### src/hw/qfs_pkg.sv
package qfs_pkg;

   // phases per instruction cycle
   localparam int unsigned PHASE_COUNT = 4;
   localparam int unsigned PHASE_W     = 2;

   // phase indices
   localparam logic [1:0] PH_ONE   = 2'h0;
   localparam logic [1:0] PH_TWO   = 2'h1;
   localparam logic [1:0] PH_THREE = 2'h2;
   localparam logic [1:0] PH_FOUR  = 2'h3;

   // default widths
   localparam int unsigned PC_W     = 11;
   localparam int unsigned INSTR_W  = 14;
   localparam int unsigned DADDR_W  = 7;
   localparam int unsigned DATA_W   = 8;

   // reset values
   localparam logic [PC_W-1:0] PC_RESET = 11'h000;

   typedef enum logic [1:0] {
      QFS_PH1,
      QFS_PH2,
      QFS_PH3,
      QFS_PH4
   } qfs_phase_e;

endpackage : qfs_pkg

### src/hw/qfs_phase_gen.sv
`timescale 1ns/100ps
module qfs_phase_gen
   import qfs_pkg::*;
(
   // clock and reset
   input  wire logic sys_clk_i,
   input  wire logic nrst_i,
   // phase outputs, one-hot
   output logic      phase_one_clock_o,
   output logic      phase_two_clock_o,
   output logic      phase_three_clock_o,
   output logic      phase_four_clock_o
);
   import qfs_pkg::*;

   qfs_phase_e             ph_q;
   qfs_phase_e             ph_d;
   logic [PHASE_COUNT-1:0] hot_q;
   logic [PHASE_COUNT-1:0] hot_d;

   always_comb
   begin
      // fixed order one, two, three, four, then repeat
      case (ph_q)
         QFS_PH1: ph_d = QFS_PH2;
         QFS_PH2: ph_d = QFS_PH3;
         QFS_PH3: ph_d = QFS_PH4;
         QFS_PH4: ph_d = QFS_PH1;
         default: ph_d = QFS_PH1;
      endcase
      if (!nrst_i)
      begin
         ph_d = QFS_PH1;
      end
      // one-hot copy of the next state is registered, so no decode glitch
      // ever reaches a phase pin
      hot_d       = {PHASE_COUNT{1'b0}};
      hot_d[ph_d] = 1'b1;
   end

   always_ff @(posedge sys_clk_i)
   begin
      ph_q  <= ph_d;
      hot_q <= hot_d;
   end

   assign phase_one_clock_o   = hot_q[0];
   assign phase_two_clock_o   = hot_q[1];
   assign phase_three_clock_o = hot_q[2];
   assign phase_four_clock_o  = hot_q[3];

endmodule : qfs_phase_gen

### src/hw/qfs_sequencer.sv
`timescale 1ns/100ps
// How it works
// - input clock divided by four into four non-overlapping phases in fixed order
// - an instruction cycle is exactly four phases, one through four
// - program counter increments in phase one, starting each fetch cycle
// - program word is read in phases three and four of fetch, captured as phase four ends
// - fetch overlaps execute, giving one instruction per cycle sustained
// - jumps take two cycles, the word read from the target minus one in phase four is loaded and discarded
// - fetched word enters instruction register in phase one, executes phases two to four
// - data operand read in phase two, result written in phase four
module qfs_sequencer
   import qfs_pkg::*;
#(
   parameter int unsigned PC_WIDTH    = PC_W,
   parameter int unsigned INSTR_WIDTH = INSTR_W,
   parameter int unsigned DADDR_WIDTH = DADDR_W,
   parameter int unsigned DATA_WIDTH  = DATA_W
)
(
   // clock and reset
   input  wire logic                   sys_clk_i,
   input  wire logic                   nrst_i,
   // program memory
   output logic [PC_WIDTH-1:0]         prog_addr_o,
   output logic                        prog_rd_o,
   input  wire logic [INSTR_WIDTH-1:0] prog_data_i,
   // instruction register and decoder
   output logic [INSTR_WIDTH-1:0]      instr_reg_o,
   output logic                        instr_valid_o,
   input  wire logic                   jump_i,
   input  wire logic [PC_WIDTH-1:0]    jump_target_i,
   input  wire logic                   mem_rd_req_i,
   input  wire logic                   mem_wr_req_i,
   input  wire logic [DADDR_WIDTH-1:0] mem_addr_i,
   input  wire logic [DATA_WIDTH-1:0]  result_i,
   output logic [DATA_WIDTH-1:0]       operand_o,
   // data memory
   output logic [DADDR_WIDTH-1:0]      dmem_addr_o,
   output logic                        dmem_rd_o,
   output logic                        dmem_wr_o,
   output logic [DATA_WIDTH-1:0]       dmem_wdata_o,
   input  wire logic [DATA_WIDTH-1:0]  dmem_rdata_i,
   // phase outputs
   output logic                        phase_one_clock_o,
   output logic                        phase_two_clock_o,
   output logic                        phase_three_clock_o,
   output logic                        phase_four_clock_o
);
   import qfs_pkg::*;

   initial
   begin
      if (PC_WIDTH < 1 || PC_WIDTH > 16 || INSTR_WIDTH < 1 || DATA_WIDTH < 1
          || DADDR_WIDTH < 1 || PC_WIDTH > PC_W)
      begin
         $error("qfs_sequencer: unsupported width parameters");
      end
   end

   logic ph1;
   logic ph2;
   logic ph3;
   logic ph4;

   // phases as flip-flop outputs; internal copies lead them by nothing
   qfs_phase_gen u_phase (
      .sys_clk_i           (sys_clk_i),
      .nrst_i              (nrst_i),
      .phase_one_clock_o   (ph1),
      .phase_two_clock_o   (ph2),
      .phase_three_clock_o (ph3),
      .phase_four_clock_o  (ph4)
   );

   // phase outputs come from the phase generator's one-hot register
   assign phase_one_clock_o   = ph1;
   assign phase_two_clock_o   = ph2;
   assign phase_three_clock_o = ph3;
   assign phase_four_clock_o  = ph4;

   // fetch side state
   logic [PC_WIDTH-1:0]    pc_q;
   logic [PC_WIDTH-1:0]    pc_d;
   logic [INSTR_WIDTH-1:0] ir_q;
   logic [INSTR_WIDTH-1:0] ir_d;
   logic                   ir_ok_q;
   logic                   ir_ok_d;
   logic                   flush_q;
   logic                   flush_d;
   logic                   prd_q;
   logic                   prd_d;

   // data side state
   logic [DADDR_WIDTH-1:0] daddr_q;
   logic [DADDR_WIDTH-1:0] daddr_d;
   logic                   drd_q;
   logic                   drd_d;
   logic                   dwr_q;
   logic                   dwr_d;
   logic [DATA_WIDTH-1:0]  dwdata_q;
   logic [DATA_WIDTH-1:0]  dwdata_d;
   logic [DATA_WIDTH-1:0]  operand_q;
   logic [DATA_WIDTH-1:0]  operand_d;

   // fetch side: program counter, instruction register and squash flag.
   // the word read in phase four goes straight into the ir; a separate
   // prefetch latch would add a cycle and break the jump arithmetic
   always_comb
   begin
      pc_d    = pc_q;
      ir_d    = ir_q;
      ir_ok_d = ir_ok_q;
      flush_d = flush_q;
      // program memory read runs through phases three and four
      prd_d   = ph2 || ph3;
      if (ph3 && ir_ok_q && jump_i)
      begin
         // aim one short: the phase-four increment below lands on the target
         pc_d    = jump_target_i - 1'b1;
         flush_d = 1'b1;
      end
      if (ph4)
      begin
         // captured as phase four ends, in the ir as phase one begins
         ir_d    = prog_data_i;
         // the word fetched behind a jump is loaded but never executed;
         // otherwise each fetch feeds the next execution cycle
         ir_ok_d = !flush_q;
         // a new fetch cycle starts with the increment
         pc_d    = pc_q + 1'b1;
         flush_d = 1'b0;
      end
      if (!nrst_i)
      begin
         // nothing is valid until the first fetch after reset has ended
         pc_d    = PC_RESET[PC_WIDTH-1:0];
         ir_ok_d = 1'b0;
         flush_d = 1'b0;
         prd_d   = 1'b0;
      end
   end

   always_ff @(posedge sys_clk_i)
   begin
      pc_q    <= pc_d;
      ir_q    <= ir_d;
      ir_ok_q <= ir_ok_d;
      flush_q <= flush_d;
      prd_q   <= prd_d;
   end

   // data side: operand read in phase two, result write in phase four.
   // requests are only taken while the ir holds a valid instruction, so
   // a squashed word never touches data memory
   always_comb
   begin
      daddr_d   = daddr_q;
      drd_d     = 1'b0;
      dwr_d     = 1'b0;
      dwdata_d  = dwdata_q;
      operand_d = operand_q;
      if (ph1 && ir_ok_q)
      begin
         // operand address presented for the phase-two read
         daddr_d = mem_addr_i;
         drd_d   = mem_rd_req_i;
      end
      if (ph2 && drd_q)
      begin
         operand_d = dmem_rdata_i;
      end
      if (ph3 && ir_ok_q && mem_wr_req_i)
      begin
         daddr_d  = mem_addr_i;
         dwdata_d = result_i;
         dwr_d    = 1'b1;
      end
      if (!nrst_i)
      begin
         // data registers keep their contents, only the strobes clear
         drd_d = 1'b0;
         dwr_d = 1'b0;
      end
   end

   always_ff @(posedge sys_clk_i)
   begin
      daddr_q   <= daddr_d;
      drd_q     <= drd_d;
      dwr_q     <= dwr_d;
      dwdata_q  <= dwdata_d;
      operand_q <= operand_d;
   end

   // pc is the address of the word being fetched this cycle
   assign prog_addr_o   = pc_q;
   assign prog_rd_o     = prd_q;
   assign instr_reg_o   = ir_q;
   assign instr_valid_o = ir_ok_q;
   assign operand_o     = operand_q;
   assign dmem_addr_o   = daddr_q;
   assign dmem_rd_o     = drd_q;
   assign dmem_wr_o     = dwr_q;
   assign dmem_wdata_o  = dwdata_q;

endmodule : qfs_sequencer

### config.mk
export PLATFORM = sky130hd
export DESIGN_NAME = qfs_sequencer
export DESIGN_NICKNAME = d
export VERILOG_FILES = /design/src/hw/qfs_pkg.sv /design/src/hw/qfs_phase_gen.sv /design/src/hw/qfs_sequencer.sv
export SDC_FILE = /design/constraint.sdc
export NUM_CORES = 1
export LEC_CHECK = 0
export BUFFER_PORTS_ARGS = -buffer_cell sky130_fd_sc_hd__buf_4
export CELL_PAD_IN_SITES_DETAIL_PLACEMENT = 1
export CELL_PAD_IN_SITES_GLOBAL_PLACEMENT = 1
export CORE_AREA = 4 4 87 89
export DETAILED_ROUTE_END_ITERATION = 7
export DIE_AREA = 0 0 91 93
export GPL_TIMING_DRIVEN = 0
export HOLD_SLACK_MARGIN = 0.1
export PLACE_DENSITY_LB_ADDON = 0.1
export SETUP_SLACK_MARGIN = 0.5
export SLEW_MARGIN = 20
export SYNTH_ARGS = -nofsm -noshare
export SYNTH_HDL_FRONTEND = slang
export SYNTH_SLANG_ARGS = --single-unit
### constraint.sdc
create_clock -name sys_clk_i -period 2.2 [get_ports sys_clk_i]
set_input_delay 0.11 -clock sys_clk_i [delete_from_list [all_inputs] [get_ports sys_clk_i]]
set_output_delay 0.11 -clock sys_clk_i [all_outputs]
set_load 0.005 [all_outputs]
**Word level (Yosys, flattened, before mapping)**

Cells that the tools add are included.

- Logic and storage cells: 42
- Bits in registers: 59
- Bits of input ports: 53
- Output and inout bits: 56

- Mux-type cells: 9
- Reduce and logical (&&, ||, !) cells: 13
- Equality and inequality tests: 3
- Add/subtract/negate cells: 2
- Bitwise operators: 1
- Magnitude comparators: 2

Operators with widths:

| cell | count |
|---|---|
| $mux W11 | 2 |
| $mux W7 | 2 |
| $add A11 B1 Y11 const B | 1 |
| $sub A11 B1 Y11 const B | 1 |
| $pmux W2 S4 | 1 |
| $logic_and A1 B1 Y1 | 6 |
| $eq A2 B2 Y1 const B | 2 |
| $reduce_bool A2 Y1 | 2 |
| $lt A2 B3 Y1 const B | 1 |
| $demux W1 S2 | 1 |
| $eq A2 B1 Y1 const B | 1 |
| $ge A2 B1 Y1 const B | 1 |
| $logic_not A2 Y1 | 1 |
| $mux W1 | 2 |
| $mux W2 | 1 |
| $reduce_and A2 Y1 | 1 |
| $reduce_or A2 Y1 | 1 |
| $logic_not A1 Y1 | 1 |
| $logic_or A1 B1 Y1 | 1 |
| $not A1 Y1 | 1 |

**Logic depth before layout (Yosys ltp)**

- Depth after elaboration: 7
- Mapped depth: 6
- Depth with buffers taken out: 6

**By module**

From an unflattened synthesis, not the netlist that was laid out.

- Cell total of the unflattened synthesis: 182
- Area, all modules: 2,318.5 sq um

Modules (own cells, without submodules):

| module | seq. area each (sq um) | cells each | instances | area each (sq um) |
|---|---|---|---|---|
| qfs_sequencer | 1,431.4 | 164 | 1 | 2,110.8 |
| qfs_phase_gen | 120.1 | 18 | 1 | 207.7 |

**Least setup slack after synthesis**

Ideal clock, no wire load.

- Path type: in2reg
- Start point: input jump_target_i[0]
- End point: register pc_q[10] (netlist: prog_addr_o[10])
- Slack: 0.525 ns
- Required time: 2.130 ns
- Buffers on the path: 0
- Arrival time: 1.605 ns
- Stages on the path: 6
- Setup time: 0.070 ns
- Path through: inv_1 ha_1 or3b_2 or4_1 a311o_1 a21oi_1

- Longest elaborated chain between the ends: 3

RTL lines:

| element | line | RTL |
|---|---|---|
| from (decl) | qfs_sequencer.sv:31 | `input wire logic [PC_WIDTH-1:0] jump_target_i,` |
| $sub A11 B1 Y11 | qfs_sequencer.sv:119 | `pc_d = jump_target_i - 1'b1;` |
| $mux W11 | qfs_sequencer.sv:116 | `if (ph3 && ir_ok_q && jump_i)` |
| $mux W11 | qfs_sequencer.sv:122 | `if (ph4)` |
| to (signal assigned) | qfs_sequencer.sv:145 | `pc_q <= pc_d;` |
| to (decl) | qfs_sequencer.sv:82 | `logic [PC_WIDTH-1:0] pc_q;` |

Every way passes these cells. The select of a mux whose other input is x is not followed.
A chain may end at the register's enable or synchronous reset.

**Worst setup path in the final report**

- Start point: register pc_q[6] (netlist: prog_addr_o[6])
- End point: register pc_q[9] (netlist: prog_addr_o[9])

- Longest elaborated chain between the ends: 2

RTL lines:

| element | line | RTL |
|---|---|---|
| $add A11 B1 Y11 | qfs_sequencer.sv:130 | `pc_d = pc_q + 1'b1;` |
| $mux W11 | qfs_sequencer.sv:122 |  |

Every way passes these cells.

==> flow_summary.ini <==
[floorplanning]
dieArea_mm2 = 0.008463
start_util = 0.3476
core_mm2 = 0.006756
dieWidth_um = 91
row_count = 30
io_pins = 109
die_h_um = 93

[sta]
setup_violations = 0
fin_crit_sh = 0.7595
drv_slew = 0
setup_tns_ps = 0
max_slew_margin = 0.7255
hold_viol = 0
skew_ps = 6.331
period_needed_ps = 1671
rsz0062_at_grt = yes
worstMarginPinSlew_ps = 411.7
max_clock_freq_mhz = 598.5

[finish]
antenna_cells = 0
syn2layout_area_growth_pct = 67.34
final_cells = 435
final_nets = 407
drive_above_1_share = 0.4000

[place]
gp_congestion = 0.7437
portBuffers = 108
dp_cells = 374
dp_hpwl_um = 4659

[synth]
synth_top_area_share = 0.4731
synthSimpleGateAreaFrac = 0.1401
synthXorXnorAreaFrac = 0.04102
synth-seq-cells = 59
synth_compound_area_frac = 0.09270
yosysTopAreaCell = edfxtp_1
synth_area_leaders = edfxtp_1 (47%), dfxtp_1 (19%), nor2_1 (3.2%), xnor2_1 (2.2%), ha_1 (2.1%)
synth.most_common_cell = edfxtp_1
netlist-cell-type-count = 40
synth_top_family_by_area = simple AND/OR/NAND/NOR gates
syn_area_per_cell_um2 = 12.63
ys.flop_type = edfxtp_1
synth_edf_count = 37
syn_nets = 243
ys_seq_area_frac = 0.6606
synth_warnings = 0
async_flop_share = 0
synthAdderAreaFrac = 0.02131
synth_area_mm2 = 0.002349
yosys-mux-area-fraction = 0.004262
syn_inst = 186
netlist_top_cells_count = edfxtp_1 (37), dfxtp_1 (22), nor2_1 (20)

[pwr]
p_comb_frac = 0.208
p_switching_uw = 866.7
switching_share = 0.2760
seqPwrFrac = 0.471
p_clk_frac = 0.321
power_leakage_nw = 1.605
p_int_mw = 2.273
powerDensity_mw_per_mm2 = 799.0
irDropWorstVdd_mv = 0.3103

[clock_tree]
clkSinkCount = 59
clkLatencyLatePin_ps = 330
clk_root_buffer_cell = clkbuf_8
cts_tree = yes
numCtsBuffers = 9
clockBufferDepth = 2
cts-htree-levels = 3
clk_pin_slew_worst_paths_ps = 70

[min_path]
worstHoldStart = jump_target_i[8]
hold_path.class = input port to flip-flop

[global_routing]
grt_pass1_wl_um = 11460
grtUsageMet3 = 0.04344
use_met1 = 0.2009
grtUsageTotal = 0.1767
grt_pass1_vias = 2163
antenna_found_initial = 0
grt-ovfl-total = 0
grt_max_degree = 18
use_met2 = 0.3151
busiest_layer = met2

[routing]
vias = 2094
routed_wl_um = 7430
drc = 0
via_per_inst = 4.814
drtPass1Iterations = 5
ant_nets = 0
drtIter0Drc = 54
routedWlPerCell_um = 17.08

[critical_path]
regToRegStartpoint = prog_addr_o[6]
criticalPathCategory = flip-flop to flip-flop
critPathMaxFanout = 5
cp-startpoint = prog_addr_o[6]
cp-end-kind = flip-flop
critPathLaunchType = flip-flop
critPathArrivalTime_ps = 1920
worstPathRequired_ps = 2450

[run]
maxCapViolCount = 0

[outcome]
status = completed
registers in the layout (all words and copies together) (netlist names), 2 cells and up:
signal and cells:
dmem_wdata_o 8, u_phase.ph_q 2, instr_reg_o 14, dmem_addr_o 7, prog_addr_o 11, operand_o 8, u_phase.hot_q 4
through the flow:
step	area (um2)	hold slack [ps]	total power, mW	utilization	setup slack [ps]
after CTS	3895	196.4	3.138	0.5765	512.4
after detailed placement	3259	289.5	2.072	0.4824	258.0
final	3930	196.4	3.140	0.5817	529.1
after floorplan	2349	208.9	1.711	-	525.4
after global placement	3259	287.9	2.055	0.4824	299.5
after global routing	3930	230.9	3.301	0.5817	422.0
critical path, stage by stage, from the launching register on:
cell and delay [ps]:
dfxtp_1 420, nand4_1 200, or4_1 530, a31o_2 250
a211oi_1 190
worst paths after layout:
path                          to  slack (ps)  depth (start not counted)
setup reg to reg  prog_addr_o[9]         530                          4
hold / removal    prog_addr_o[9]         200                          4
setup / recovery  prog_addr_o[9]         530                          4
hold reg to reg          flush_q         480                          2
cell usage in the layout, fill, tap and decap left out, types with 5 or more instances in the layout:
master | netlist | layout
o21ai_0 | 5 | 5
xnor2_1 | 6 | 6
xor2_1 | 5 | 5
nand2_1 | 11 | 11
nor3_1 | 6 | 6
nor2_1 | 20 | 20
dlygate4sd3_1 | 0 | 43
dfxtp_1 | 22 | 19
a21oi_1 | 6 | 6
inv_1 | 10 | 10
buf_4 | 0 | 110
clkbuf_8 | 1 | 11
edfxtp_1 | 37 | 37
power groups by stage:
stage	sequential [mW]	clock, mW	combinational [mW]
after global placement	1.49	0	0.570
after floorplan	1.47	0	0.236
final	1.48	1.01	0.654
after global routing	1.51	1.08	0.719
after detailed placement	1.49	0	0.580
after CTS	1.47	1.02	0.647
routing by layer:
metal  vias to the layer above  part of all wire
met1                       992              0.40
met2                        77              0.52
met4                         0             0.020
li1                       1014                 -
met3                        11             0.059
met5                         -                 0
timing repair:
item	4_1_cts	5_1_grt
setup endpoints to repair	1	10
hold buffers	43	0
pin swaps	1	1
buffers inserted	0	2
gates resized for setup	2	7
hold endpoints to repair	42	0
cells by family (layout without fill, tap and decap cells):
group	Yosys count	after routing
xor gates and xnor gates	11	11
and+or+nand+nor	65	65
buffers and inverters	16	185
DFF	59	59
muxes	1	1
AOI/OAI and AO/OA	30	30
adders and majority gates	4	4
final cells by class:
type,instances,area [um2]
repair buffers,153,1256
well taps,80,100.1
multi-input cells,111,720.7
plain buffers,6,57.56
clock buffers,10,137.6
flip-flops and latches,59,1555
inverters,10,37.54
fillers,726,2826
clock inverters,6,65.06
(Power assumes the default switching activity.)
